## config.mk

```make
export PLATFORM = sky130hd
export DESIGN_NAME = cpu_banked_register_set
export DESIGN_NICKNAME = d
export VERILOG_FILES = /design/src/core/cpu_regs_pkg.sv /design/src/core/cpu_banked_register_set.sv
export SDC_FILE = /design/constraint.sdc
export NUM_CORES = 1
export LEC_CHECK = 0
export BUFFER_PORTS_ARGS = -buffer_cell sky130_fd_sc_hd__buf_2
export CORE_ASPECT_RATIO = 1.4
export CORE_MARGIN = 2
export CORE_UTILIZATION = 39
export CTS_CLUSTER_SIZE = 28
export DETAILED_ROUTE_END_ITERATION = 6
export HOLD_SLACK_MARGIN = 0.03
export SYNTH_ARGS = -nofsm -noshare
export SYNTH_HDL_FRONTEND = slang
export SYNTH_SLANG_ARGS = --single-unit
```

## constraint.sdc

```tcl
create_clock -name ref_clk -period 2.6 [get_ports ref_clk]
set_input_delay 0.52 -clock ref_clk [delete_from_list [all_inputs] [get_ports ref_clk]]
set_output_delay 0.52 -clock ref_clk [all_outputs]
set_load 0.01 [all_outputs]
```

## src/core/cpu_regs_pkg.sv

```systemverilog
// Package for the banked processor register set
package cpu_regs_pkg;
   // Register bus word offsets (byte addresses)
   localparam logic [5:0] OFS_DATA0 = 6'h00;
   localparam logic [5:0] OFS_DATA1 = 6'h04;
   localparam logic [5:0] OFS_DATA2 = 6'h08;
   localparam logic [5:0] OFS_DATA3 = 6'h0c;
   localparam logic [5:0] OFS_ADDR0 = 6'h10;
   localparam logic [5:0] OFS_ADDR1 = 6'h14;
   localparam logic [5:0] OFS_FRAME = 6'h18;
   localparam logic [5:0] OFS_IPTR = 6'h1c;
   localparam logic [5:0] OFS_VBASE = 6'h20;
   localparam logic [5:0] OFS_USP = 6'h24;
   localparam logic [5:0] OFS_ISP = 6'h28;
   localparam logic [5:0] OFS_SBASE = 6'h2c;
   localparam logic [5:0] OFS_FLAGS = 6'h30;
   localparam logic [5:0] OFS_MODE0 = 6'h34;
   // Flag word bit positions
   localparam int FLG_C = 0;
   localparam int FLG_D = 1;
   localparam int FLG_Z = 2;
   localparam int FLG_S = 3;
   localparam int FLG_B = 4;
   localparam int FLG_O = 5;
   localparam int FLG_I = 6;
   localparam int FLG_U = 7;
   localparam int FLG_IPL_LO = 12;
   localparam logic [15:0] FLG_WMASK = 16'h70ff;
   localparam logic [15:0] FLG_RESET = 16'h0000;
   localparam int MODE_SWRST_BIT = 3;
   localparam logic [19:0] RESET_VEC_ADDR = 20'hffffc;
   localparam logic [19:0] FIXED_VEC_LO = 20'hfffdc;
   localparam logic [19:0] FIXED_VEC_HI = 20'hfffff;
   localparam logic [19:0] VBASE_RESET = 20'h00000;
   localparam logic [15:0] WORD_RESET = 16'h0000;
   // Reset low time
   localparam int RESET_MIN_CYCLES = 20;
   localparam logic [4:0] RESET_CNT_MAX = 5'd20;

   // Write port from the sequencer and ALU
   typedef struct packed {
      logic we;
      logic [3:0] sel;
      logic [1:0] lanes;
      logic [15:0] data;
   } gpr_wr_t;

   typedef struct packed {
      logic upd_c;
      logic upd_zso;
      logic c;
      logic z;
      logic s;
      logic o;
   } alu_flags_t;

   typedef enum logic [1:0] {
      ST_RESET = 2'b00,
      ST_FETCH = 2'b01,
      ST_RUN = 2'b10
   } run_state_t;

   typedef struct packed {
      logic [1:0][15:0] data0;
      logic [1:0][15:0] data1;
      logic [1:0][15:0] data2;
      logic [1:0][15:0] data3;
      logic [1:0][15:0] addr0;
      logic [1:0][15:0] addr1;
      logic [1:0][15:0] frame;
      logic [19:0] iptr;
      logic [19:0] vbase;
      logic [15:0] user_stack_pointer;
      logic [15:0] interrupt_stack_pointer;
      logic [15:0] sbase;
      logic [15:0] flags;
      logic [4:0] low_cnt;
      logic swrst;
      run_state_t state;
      logic [31:0] rdata;
      logic rvalid;
   } regs_state_t;
endpackage : cpu_regs_pkg

```

## src/core/cpu_banked_register_set.sv

```systemverilog
// Banked programmer-visible register set with flag word and reset sequencing
// Operation
// - Thirteen registers; data, address and frame base come in two banks.
// - Four 16-bit data registers; data zero and one split into byte halves.
// - Data two:zero and three:one join to 32-bit operands, first upper.
// - Address registers are 16 bits; one:zero forms a 32-bit address.
// - Frame base is a banked 16-bit base for frame-relative addressing.
// - Instruction pointer is 20 bits, address of next instruction.
// - Vector base is 20 bits, start of relocatable vector table.
// - User and interrupt stack pointers; flag bit 7 picks user when set.
// - Static base is a 16-bit base for static-relative addressing.
// - Flag bit 0 captures ALU carry, borrow or shifted-out bit.
// - Debug flag asks single-step after each instruction; cleared on acknowledge.
// - Flag bit 2 set when result is zero, else cleared.
// - Flag bit 3 set when result is negative, else cleared.
// - Flag bit 4 selects register bank zero or one.
// - Flag bit 5 set on arithmetic overflow, else cleared.
// - Flag bit 6 enables maskable interrupts; cleared on acknowledge.
// - Stack select cleared on hardware acknowledge or software interrupt 0-31.
// - Bits 12-14 hold priority level; accept only higher priority requests.
// - Flag bits 8-11 and 15 are reserved with no function.
// - Reset held low 20 cycles; then fetch reset vector and start.
// - Fixed vectors come from a fixed top range, not the vector base.
// - Mode register bit 3 write gives software reset like hardware reset.
`timescale 1ns/100ps
`default_nettype none
module cpu_banked_register_set (
   // Clock and reset
   input wire logic ref_clk,
   input wire logic rst_n,
   // Avalon-MM register slave
   input wire logic [5:0] avs_address,
   input wire logic avs_read,
   input wire logic avs_write,
   input wire logic [31:0] avs_writedata,
   input wire logic [3:0] avs_byteenable,
   output logic [31:0] avs_readdata,
   output logic avs_waitrequest,
   // Register read port
   input wire logic [3:0] rd_sel,
   input wire logic rd_wide,
   output logic [31:0] rd_data,
   // Register write port and flag results
   input wire cpu_regs_pkg::gpr_wr_t gpr_wr,
   input wire cpu_regs_pkg::alu_flags_t alu_flags,
   input wire logic flags_we,
   input wire logic [15:0] flags_wdata,
   // Program flow
   input wire logic ip_load,
   input wire logic [19:0] ip_next,
   input wire logic vec_data_valid,
   input wire logic [19:0] vec_data,
   input wire logic insn_done,
   input wire logic sp_we,
   input wire logic [15:0] sp_wdata,
   // Interrupt control
   input wire logic irq_req,
   input wire logic [2:0] irq_prio,
   input wire logic irq_maskable,
   input wire logic irq_ack,
   input wire logic swi_exec,
   input wire logic [5:0] swi_num,
   // Status toward the sequencer
   output logic [19:0] instruction_pointer,
   output logic [19:0] vector_base_reg,
   output logic [15:0] stack_pointer,
   output logic [15:0] frame_base_reg,
   output logic [15:0] static_base_reg,
   output logic [15:0] processor_flag_word,
   output logic [19:0] vec_fetch_addr,
   output logic vec_fetch_req,
   output logic cpu_running,
   output logic irq_accept,
   output logic step_irq_req,
   output logic ram_keep
);
   cpu_regs_pkg::regs_state_t s_q;
   cpu_regs_pkg::regs_state_t s_d;
   logic bank;
   logic [2:0] processor_priority_level;

   assign bank = s_q.flags[cpu_regs_pkg::FLG_B];
   assign processor_priority_level = s_q.flags[cpu_regs_pkg::FLG_IPL_LO +: 3];

   // Outputs
   assign instruction_pointer = s_q.iptr;
   assign vector_base_reg = s_q.vbase;
   assign stack_pointer = s_q.flags[cpu_regs_pkg::FLG_U] ? s_q.user_stack_pointer : s_q.interrupt_stack_pointer;
   assign frame_base_reg = s_q.frame[bank];
   assign static_base_reg = s_q.sbase;
   assign processor_flag_word = s_q.flags;
   // Reset vector sits in the fixed range; vector base plays no part
   assign vec_fetch_addr = cpu_regs_pkg::RESET_VEC_ADDR;
   assign vec_fetch_req = (s_q.state == cpu_regs_pkg::ST_FETCH);
   assign cpu_running = (s_q.state == cpu_regs_pkg::ST_RUN);
   // Priority compare; non-maskable requests skip the enable flag
   assign irq_accept = irq_req && (irq_prio > processor_priority_level) &&
      (!irq_maskable || s_q.flags[cpu_regs_pkg::FLG_I]);
   assign step_irq_req = insn_done && s_q.flags[cpu_regs_pkg::FLG_D];
   assign ram_keep = s_q.swrst;
   assign avs_readdata = s_q.rdata;
   // One wait cycle for reads so read data comes from a flop
   assign avs_waitrequest = avs_read && !s_q.rvalid;
   assign rd_data = s_q.rdata;

   // Read mux for one register select
   function automatic logic [15:0] pick(input cpu_regs_pkg::regs_state_t s,
                                        input logic [3:0] sel, input logic b);
      logic [15:0] r;
      r = 16'h0000;
      unique case (sel)
         4'h0: r = s.data0[b];
         4'h1: r = s.data1[b];
         4'h2: r = s.data2[b];
         4'h3: r = s.data3[b];
         4'h4: r = s.addr0[b];
         4'h5: r = s.addr1[b];
         4'h6: r = s.frame[b];
         4'h7: r = s.sbase;
         4'h8: r = s.user_stack_pointer;
         4'h9: r = s.interrupt_stack_pointer;
         4'ha: r = s.flags;
         default: r = 16'h0000;
      endcase
      return r;
   endfunction : pick

   // Byte-lane write of a 16-bit register
   function automatic logic [15:0] merge(input logic [15:0] old, input logic [15:0] nw,
                                         input logic [1:0] ln);
      return {ln[1] ? nw[15:8] : old[15:8], ln[0] ? nw[7:0] : old[7:0]};
   endfunction : merge

   always_comb begin
      logic [15:0] f;
      logic [15:0] wv;
      logic [1:0] wl;
      logic hold_rst;
      s_d = s_q;
      f = s_q.flags;
      wv = 16'h0000;
      wl = 2'b00;
      hold_rst = 1'b0;
      s_d.rvalid = 1'b0;
      // Register port: wide select joins bank words, first-named upper
      if (rd_wide) begin
         unique case (rd_sel[1:0])
            2'b00: s_d.rdata = {s_q.data2[bank], s_q.data0[bank]};
            2'b01: s_d.rdata = {s_q.data3[bank], s_q.data1[bank]};
            default: s_d.rdata = {s_q.addr1[bank], s_q.addr0[bank]};
         endcase
      end else begin
         s_d.rdata = {16'h0000, pick(s_q, rd_sel, bank)};
      end
      // Bus reads override the port reading for that cycle
      if (avs_read && !s_q.rvalid) begin
         s_d.rvalid = 1'b1;
         unique case (avs_address)
            cpu_regs_pkg::OFS_DATA0: s_d.rdata = {16'h0000, s_q.data0[bank]};
            cpu_regs_pkg::OFS_DATA1: s_d.rdata = {16'h0000, s_q.data1[bank]};
            cpu_regs_pkg::OFS_DATA2: s_d.rdata = {16'h0000, s_q.data2[bank]};
            cpu_regs_pkg::OFS_DATA3: s_d.rdata = {16'h0000, s_q.data3[bank]};
            cpu_regs_pkg::OFS_ADDR0: s_d.rdata = {16'h0000, s_q.addr0[bank]};
            cpu_regs_pkg::OFS_ADDR1: s_d.rdata = {16'h0000, s_q.addr1[bank]};
            cpu_regs_pkg::OFS_FRAME: s_d.rdata = {16'h0000, s_q.frame[bank]};
            cpu_regs_pkg::OFS_IPTR: s_d.rdata = {12'h000, s_q.iptr};
            cpu_regs_pkg::OFS_VBASE: s_d.rdata = {12'h000, s_q.vbase};
            cpu_regs_pkg::OFS_USP: s_d.rdata = {16'h0000, s_q.user_stack_pointer};
            cpu_regs_pkg::OFS_ISP: s_d.rdata = {16'h0000, s_q.interrupt_stack_pointer};
            cpu_regs_pkg::OFS_SBASE: s_d.rdata = {16'h0000, s_q.sbase};
            cpu_regs_pkg::OFS_FLAGS: s_d.rdata = {16'h0000, s_q.flags};
            default: s_d.rdata = 32'h00000000;
         endcase
      end
      // Sequencer register writes land in the current bank only
      if (gpr_wr.we) begin
         wv = gpr_wr.data;
         wl = gpr_wr.lanes;
         unique case (gpr_wr.sel)
            4'h0: s_d.data0[bank] = merge(s_q.data0[bank], wv, wl);
            4'h1: s_d.data1[bank] = merge(s_q.data1[bank], wv, wl);
            4'h2: s_d.data2[bank] = wv;
            4'h3: s_d.data3[bank] = wv;
            4'h4: s_d.addr0[bank] = wv;
            4'h5: s_d.addr1[bank] = wv;
            4'h6: s_d.frame[bank] = wv;
            4'h7: s_d.sbase = wv;
            default: s_d.sbase = s_q.sbase;
         endcase
      end
      // Bus writes, low half-word lanes; vector base takes bits 19:0 whole
      if (avs_write) begin
         wv = avs_writedata[15:0];
         wl = avs_byteenable[1:0];
         unique case (avs_address)
            cpu_regs_pkg::OFS_DATA0: s_d.data0[bank] = merge(s_q.data0[bank], wv, wl);
            cpu_regs_pkg::OFS_DATA1: s_d.data1[bank] = merge(s_q.data1[bank], wv, wl);
            cpu_regs_pkg::OFS_DATA2: s_d.data2[bank] = merge(s_q.data2[bank], wv, wl);
            cpu_regs_pkg::OFS_DATA3: s_d.data3[bank] = merge(s_q.data3[bank], wv, wl);
            cpu_regs_pkg::OFS_ADDR0: s_d.addr0[bank] = merge(s_q.addr0[bank], wv, wl);
            cpu_regs_pkg::OFS_ADDR1: s_d.addr1[bank] = merge(s_q.addr1[bank], wv, wl);
            cpu_regs_pkg::OFS_FRAME: s_d.frame[bank] = merge(s_q.frame[bank], wv, wl);
            cpu_regs_pkg::OFS_VBASE: s_d.vbase = avs_writedata[19:0];
            cpu_regs_pkg::OFS_USP: s_d.user_stack_pointer = merge(s_q.user_stack_pointer, wv, wl);
            cpu_regs_pkg::OFS_ISP: s_d.interrupt_stack_pointer = merge(s_q.interrupt_stack_pointer, wv, wl);
            cpu_regs_pkg::OFS_SBASE: s_d.sbase = merge(s_q.sbase, wv, wl);
            cpu_regs_pkg::OFS_FLAGS: f = merge(f, wv, wl) & cpu_regs_pkg::FLG_WMASK;
            cpu_regs_pkg::OFS_MODE0: hold_rst = avs_byteenable[0] &&
               avs_writedata[cpu_regs_pkg::MODE_SWRST_BIT];
            default: hold_rst = 1'b0;
         endcase
      end
      // Active stack pointer update
      if (sp_we) begin
         if (s_q.flags[cpu_regs_pkg::FLG_U]) s_d.user_stack_pointer = sp_wdata;
         else s_d.interrupt_stack_pointer = sp_wdata;
      end
      // Flag word: whole write, then ALU results, then interrupt effects
      if (flags_we) f = flags_wdata & cpu_regs_pkg::FLG_WMASK;
      if (alu_flags.upd_c) f[cpu_regs_pkg::FLG_C] = alu_flags.c;
      if (alu_flags.upd_zso) begin
         f[cpu_regs_pkg::FLG_Z] = alu_flags.z;
         f[cpu_regs_pkg::FLG_S] = alu_flags.s;
         f[cpu_regs_pkg::FLG_O] = alu_flags.o;
      end
      if (irq_ack) begin
         f[cpu_regs_pkg::FLG_D] = 1'b0;
         f[cpu_regs_pkg::FLG_I] = 1'b0;
         f[cpu_regs_pkg::FLG_U] = 1'b0;
      end
      if (swi_exec && swi_num < 6'd32) f[cpu_regs_pkg::FLG_U] = 1'b0;
      s_d.flags = f;
      // Instruction pointer
      if (ip_load) s_d.iptr = ip_next;
      // Reset sequencing: count low cycles, then fetch the vector
      unique case (s_q.state)
         cpu_regs_pkg::ST_RESET: begin
            // Too short a low phase is forgotten, not added to the next one
            if (s_q.low_cnt >= cpu_regs_pkg::RESET_CNT_MAX) s_d.state = cpu_regs_pkg::ST_FETCH;
            else s_d.low_cnt = 5'd0;
         end
         cpu_regs_pkg::ST_FETCH: begin
            if (vec_data_valid) begin
               s_d.iptr = vec_data;
               s_d.state = cpu_regs_pkg::ST_RUN;
            end
         end
         cpu_regs_pkg::ST_RUN: begin
            s_d.state = cpu_regs_pkg::ST_RUN;
         end
         default: s_d.state = cpu_regs_pkg::ST_RESET;
      endcase
      // Software reset acts as a hardware reset that ran its full low time
      if (hold_rst) begin
         s_d = '0;
         s_d.swrst = 1'b1;
         s_d.low_cnt = cpu_regs_pkg::RESET_CNT_MAX;
         s_d.state = cpu_regs_pkg::ST_RESET;
      end
   end

   always_ff @(posedge ref_clk) begin
      if (!rst_n) begin
         // Count how long the pin stayed low, saturating
         s_q <= '0;
         s_q.state <= cpu_regs_pkg::ST_RESET;
         if (s_q.state == cpu_regs_pkg::ST_RESET) begin
            s_q.low_cnt <= (s_q.low_cnt < cpu_regs_pkg::RESET_CNT_MAX) ?
               s_q.low_cnt + 5'd1 : s_q.low_cnt;
         end else begin
            // Power-up, vector fetch or running core: this is the first low edge
            s_q.low_cnt <= 5'd1;
         end
      end else begin
         s_q <= s_d;
      end
   end
endmodule : cpu_banked_register_set
`default_nettype wire

```

==> flow_summary.toml <==
[layout]
stdcell_area_sq_um = 27100
largest_reg_flops = 264
drive_gt1_share_pct = 25.4
largest-register = "s_q"
final_cell_mix = "nor2_1, dfxtp_1, buf_2"
final_common_cell = "nor2_1"
area_growth_pct = 18.2
antenna_cells = 0
nNetsFinal = 3220
layout.cells.non_filler = 3817

[critical_path]
slowest_stage = "dfxtp_4"
start_kind = "flip-flop"
crit-reg2reg-launch = "processor_flag_word[4]"
arrival_ns = 3.05
r2r_cells = 6
r2r_end = "avs_readdata[0]"
critical_path.cell_chain = "buf_4 > mux2_2 > a22oi_1 > and3_1 > nand4_1 > a221o_1"
cp-startpoint = "processor_flag_word[4]"
rrSetupSlack_ns = 0.02
cp_max_fo = 9
worst-setup-path-type = "flip-flop to flip-flop"
cpPeakStageDelay_ns = 0.50
cp-end-kind = "flip-flop"
worstPathRequired_ns = 3.07

[die]
die_h_microns = 291
rows = 105
io-pin-count = 364
start_util_pct = 39.2
coreArea_sq_um = 58300
die_area_sq_um = 60700
die_w_microns = 209

[route]
vias_per_cell = 6.29
drt-pass1-iter-count = 7
drt_wl_total_microns = 114000
drc = 2
detail-route-antenna-nets = 0
vias = 24000
drt-initial-drc-count = 2541
wl_per_cell_microns = 29.7

[clocking]
htree_num_levels = 2
clkSlewWorstSetupHoldPaths_ns = 0.07
cts_sinks = 364
cts_buffers = 41
max-clock-path-buffers = 3
cts_hold_buf = 0
insertion_delay_ns = 0.58
cts_tree = "built"
clockRootBuffer = "clkbuf_16"

[synthesis]
synth_mux_area_share_pct = 19.5
synth_area_sq_um = 22900
synth.distinct_cells = 69
synthCells = 2795
ys_ff_latch = 364
synthAdderAreaFrac_pct = 0.437
synthXorXnorAreaFrac_pct = 0.115
synth_top_family_by_area = "compound AO/OA/AOI/OAI gates"
syn_area_per_cell_sq_um = 8.19
synth_compound_area_share_pct = 21.2
synthTopCellsByArea = "dfxtp_1, mux2i_1, nor2_1"
ys_async_sr_fraction_pct = 0
synthFlopType = "dfxtp_1"
synth-seq-area-share_pct = 32.1
ys_warn_count = 0
synthSimpleGateAreaFrac_pct = 16.9
yosysTopAreaCell = "dfxtp_1"
synth_edf_count = 5
synth_top_area_share_pct = 31.4

[placement]
place_congestion = 1.03
place.port_buffers = 314
dp_hpwl_microns = 85900
place_ws_ns = -0.111
placed_cell_area_sq_um = 25700
post-place-cells = 3743

[pwr]
p_int_uw = 9830
p_switching_uw = 3950
power_density_nw_per_um2 = 509
clock_power_share_pct = 43.3
ir_drop_uv = 391
leakage_uw = 0.0113
pwr-share-comb_pct = 13.8
p_seq_share_pct = 42.9
power.total_uw = 13800
switching_share_pct = 28.6

[grt]
grt_max_degree = 81
grt_remaining_overflow = 0
grt_pass1_vias = 23200
grt_pass1_wl_microns = 161000
antenna_found_initial = 4
grt_usage_pct = 35.9

[sta]
hold_viol = 0
tightestPinTransition_ns = 1.32
report.final.slew_viol_count = 0
slew_headroom_pct = 11.5
fmaxAchievable_mhz = 388
rsz0062_at_grt = "false"
worst_slack_ns = 0.0208
setup_violations = 0
skew_ns = 0.0169
min_period_over_period_pct = 99.2
fin_crit_ns = 2.58

[hold_path]
hold_end = "processor_flag_word[7]"
holdCritStartpoint = "swi_exec"
hold_depth = 2
min_path_type = "input pin to flip-flop"

[outcome]
status = "finished, violations left"
violations = "DRC"

[flow_run]
cap_violations = 0
## critical path: cells and delay by family (launching register included)
family          cells  cell delay, ns
compound gates      2            0.65
buf+inv             1            0.25
flops               1            0.50
mux                 1            0.44
simple gates        2            0.63
## power by group through the flow
stage	Clock (uW)	Sequential [uW]	Combinational, uW
6_report	5970	5910	1900
3_5_place_dp	0	6030	1840
2_1_floorplan	0	5930	1100
5_1_grt	6200	5920	1990
4_1_cts	5990	5900	1850
3_3_place_gp	0	6020	1800
## per-layer routing
| metal | global-route usage, % | up-vias | wire [microns] |
|---|---|---|---|
| li1 | - | 10400 | - |
| met1 | 40.8 | 11700 | 41200 |
| met2 | 58.4 | 1455 | 51600 |
| met3 | 6.67 | 413 | 9350 |
| met4 | 29.9 | 6 | 11300 |
| met5 | 0 | - | 35 |
## per-stage QoR
| step | TNS [ns] | hold WS, ns | util (%) |
|---|---|---|---|
| CTS | -0.00190 | 0.126 | 46.3 |
| detailed placement | -0.156 | 0.437 | 44.0 |
| floorplan | 0 | 0.449 | - |
| global placement | -0.154 | 0.432 | 44.0 |
| global route | 0 | 0.145 | 46.4 |
| finish | 0 | 0.142 | 46.4 |
## cell usage after synthesis, drive strengths merged, types with 6 or more instances
cell type    n
clkbuf     154
a211o       12
o31a        27
a31oi       10
mux2       107
a222oi      11
nand3       30
a211oi     281
o221ai      22
nor2       598
buf        240
nand2b      12
a22oi       68
a22o        16
nand4        9
and3        14
a221o        6
mux4        17
o21ai       30
ha           8
a21oi      125
inv         19
and2        20
a221oi      24
dfxtp      359
nor3        38
mux2i      287
o22ai       10
nand2      154
nor2b       25
## repair_timing
| action | in CTS | in global routing |
|---|---|---|
| setup endpoints to repair | 28 | 7 |
| buffers inserted | 5 | 0 |
| pin swaps | 0 | 0 |
| gates resized for setup | 3 | 6 |
## worst max path at each step
stage,cells past startpoint,slack [ns],to
final,6,0.02,avs_readdata[0]
after global routing,4,0.005,frame_base_reg[4]
after CTS,4,-0.002,frame_base_reg[8]
after detailed placement,9,-0.11,avs_readdata[0]
after global placement,10,-0.11,avs_readdata[0]
after floorplan,7,0.09,s_q[36]
## logic make-up after synthesis
logic type	Yosys count
AOI/OAI and AO/OA	673
xor gates and xnor gates	3
adders and majority gates	8
buffers and inverters	414
DFF	364
muxes	411
other	2
and+or+nand+nor	920
## cell type report
type | count | area [sq um]
repair buffers | 575 | 3930
fillers | 5857 | 31300
well taps | 749 | 937
clock buffers | 60 | 1210
clock inverters | 9 | 106
multi-input cells | 2040 | 13500
flip-flops and latches | 364 | 7340
inverters | 20 | 75.1
Note: power is estimated with default switching activity, not from simulation.
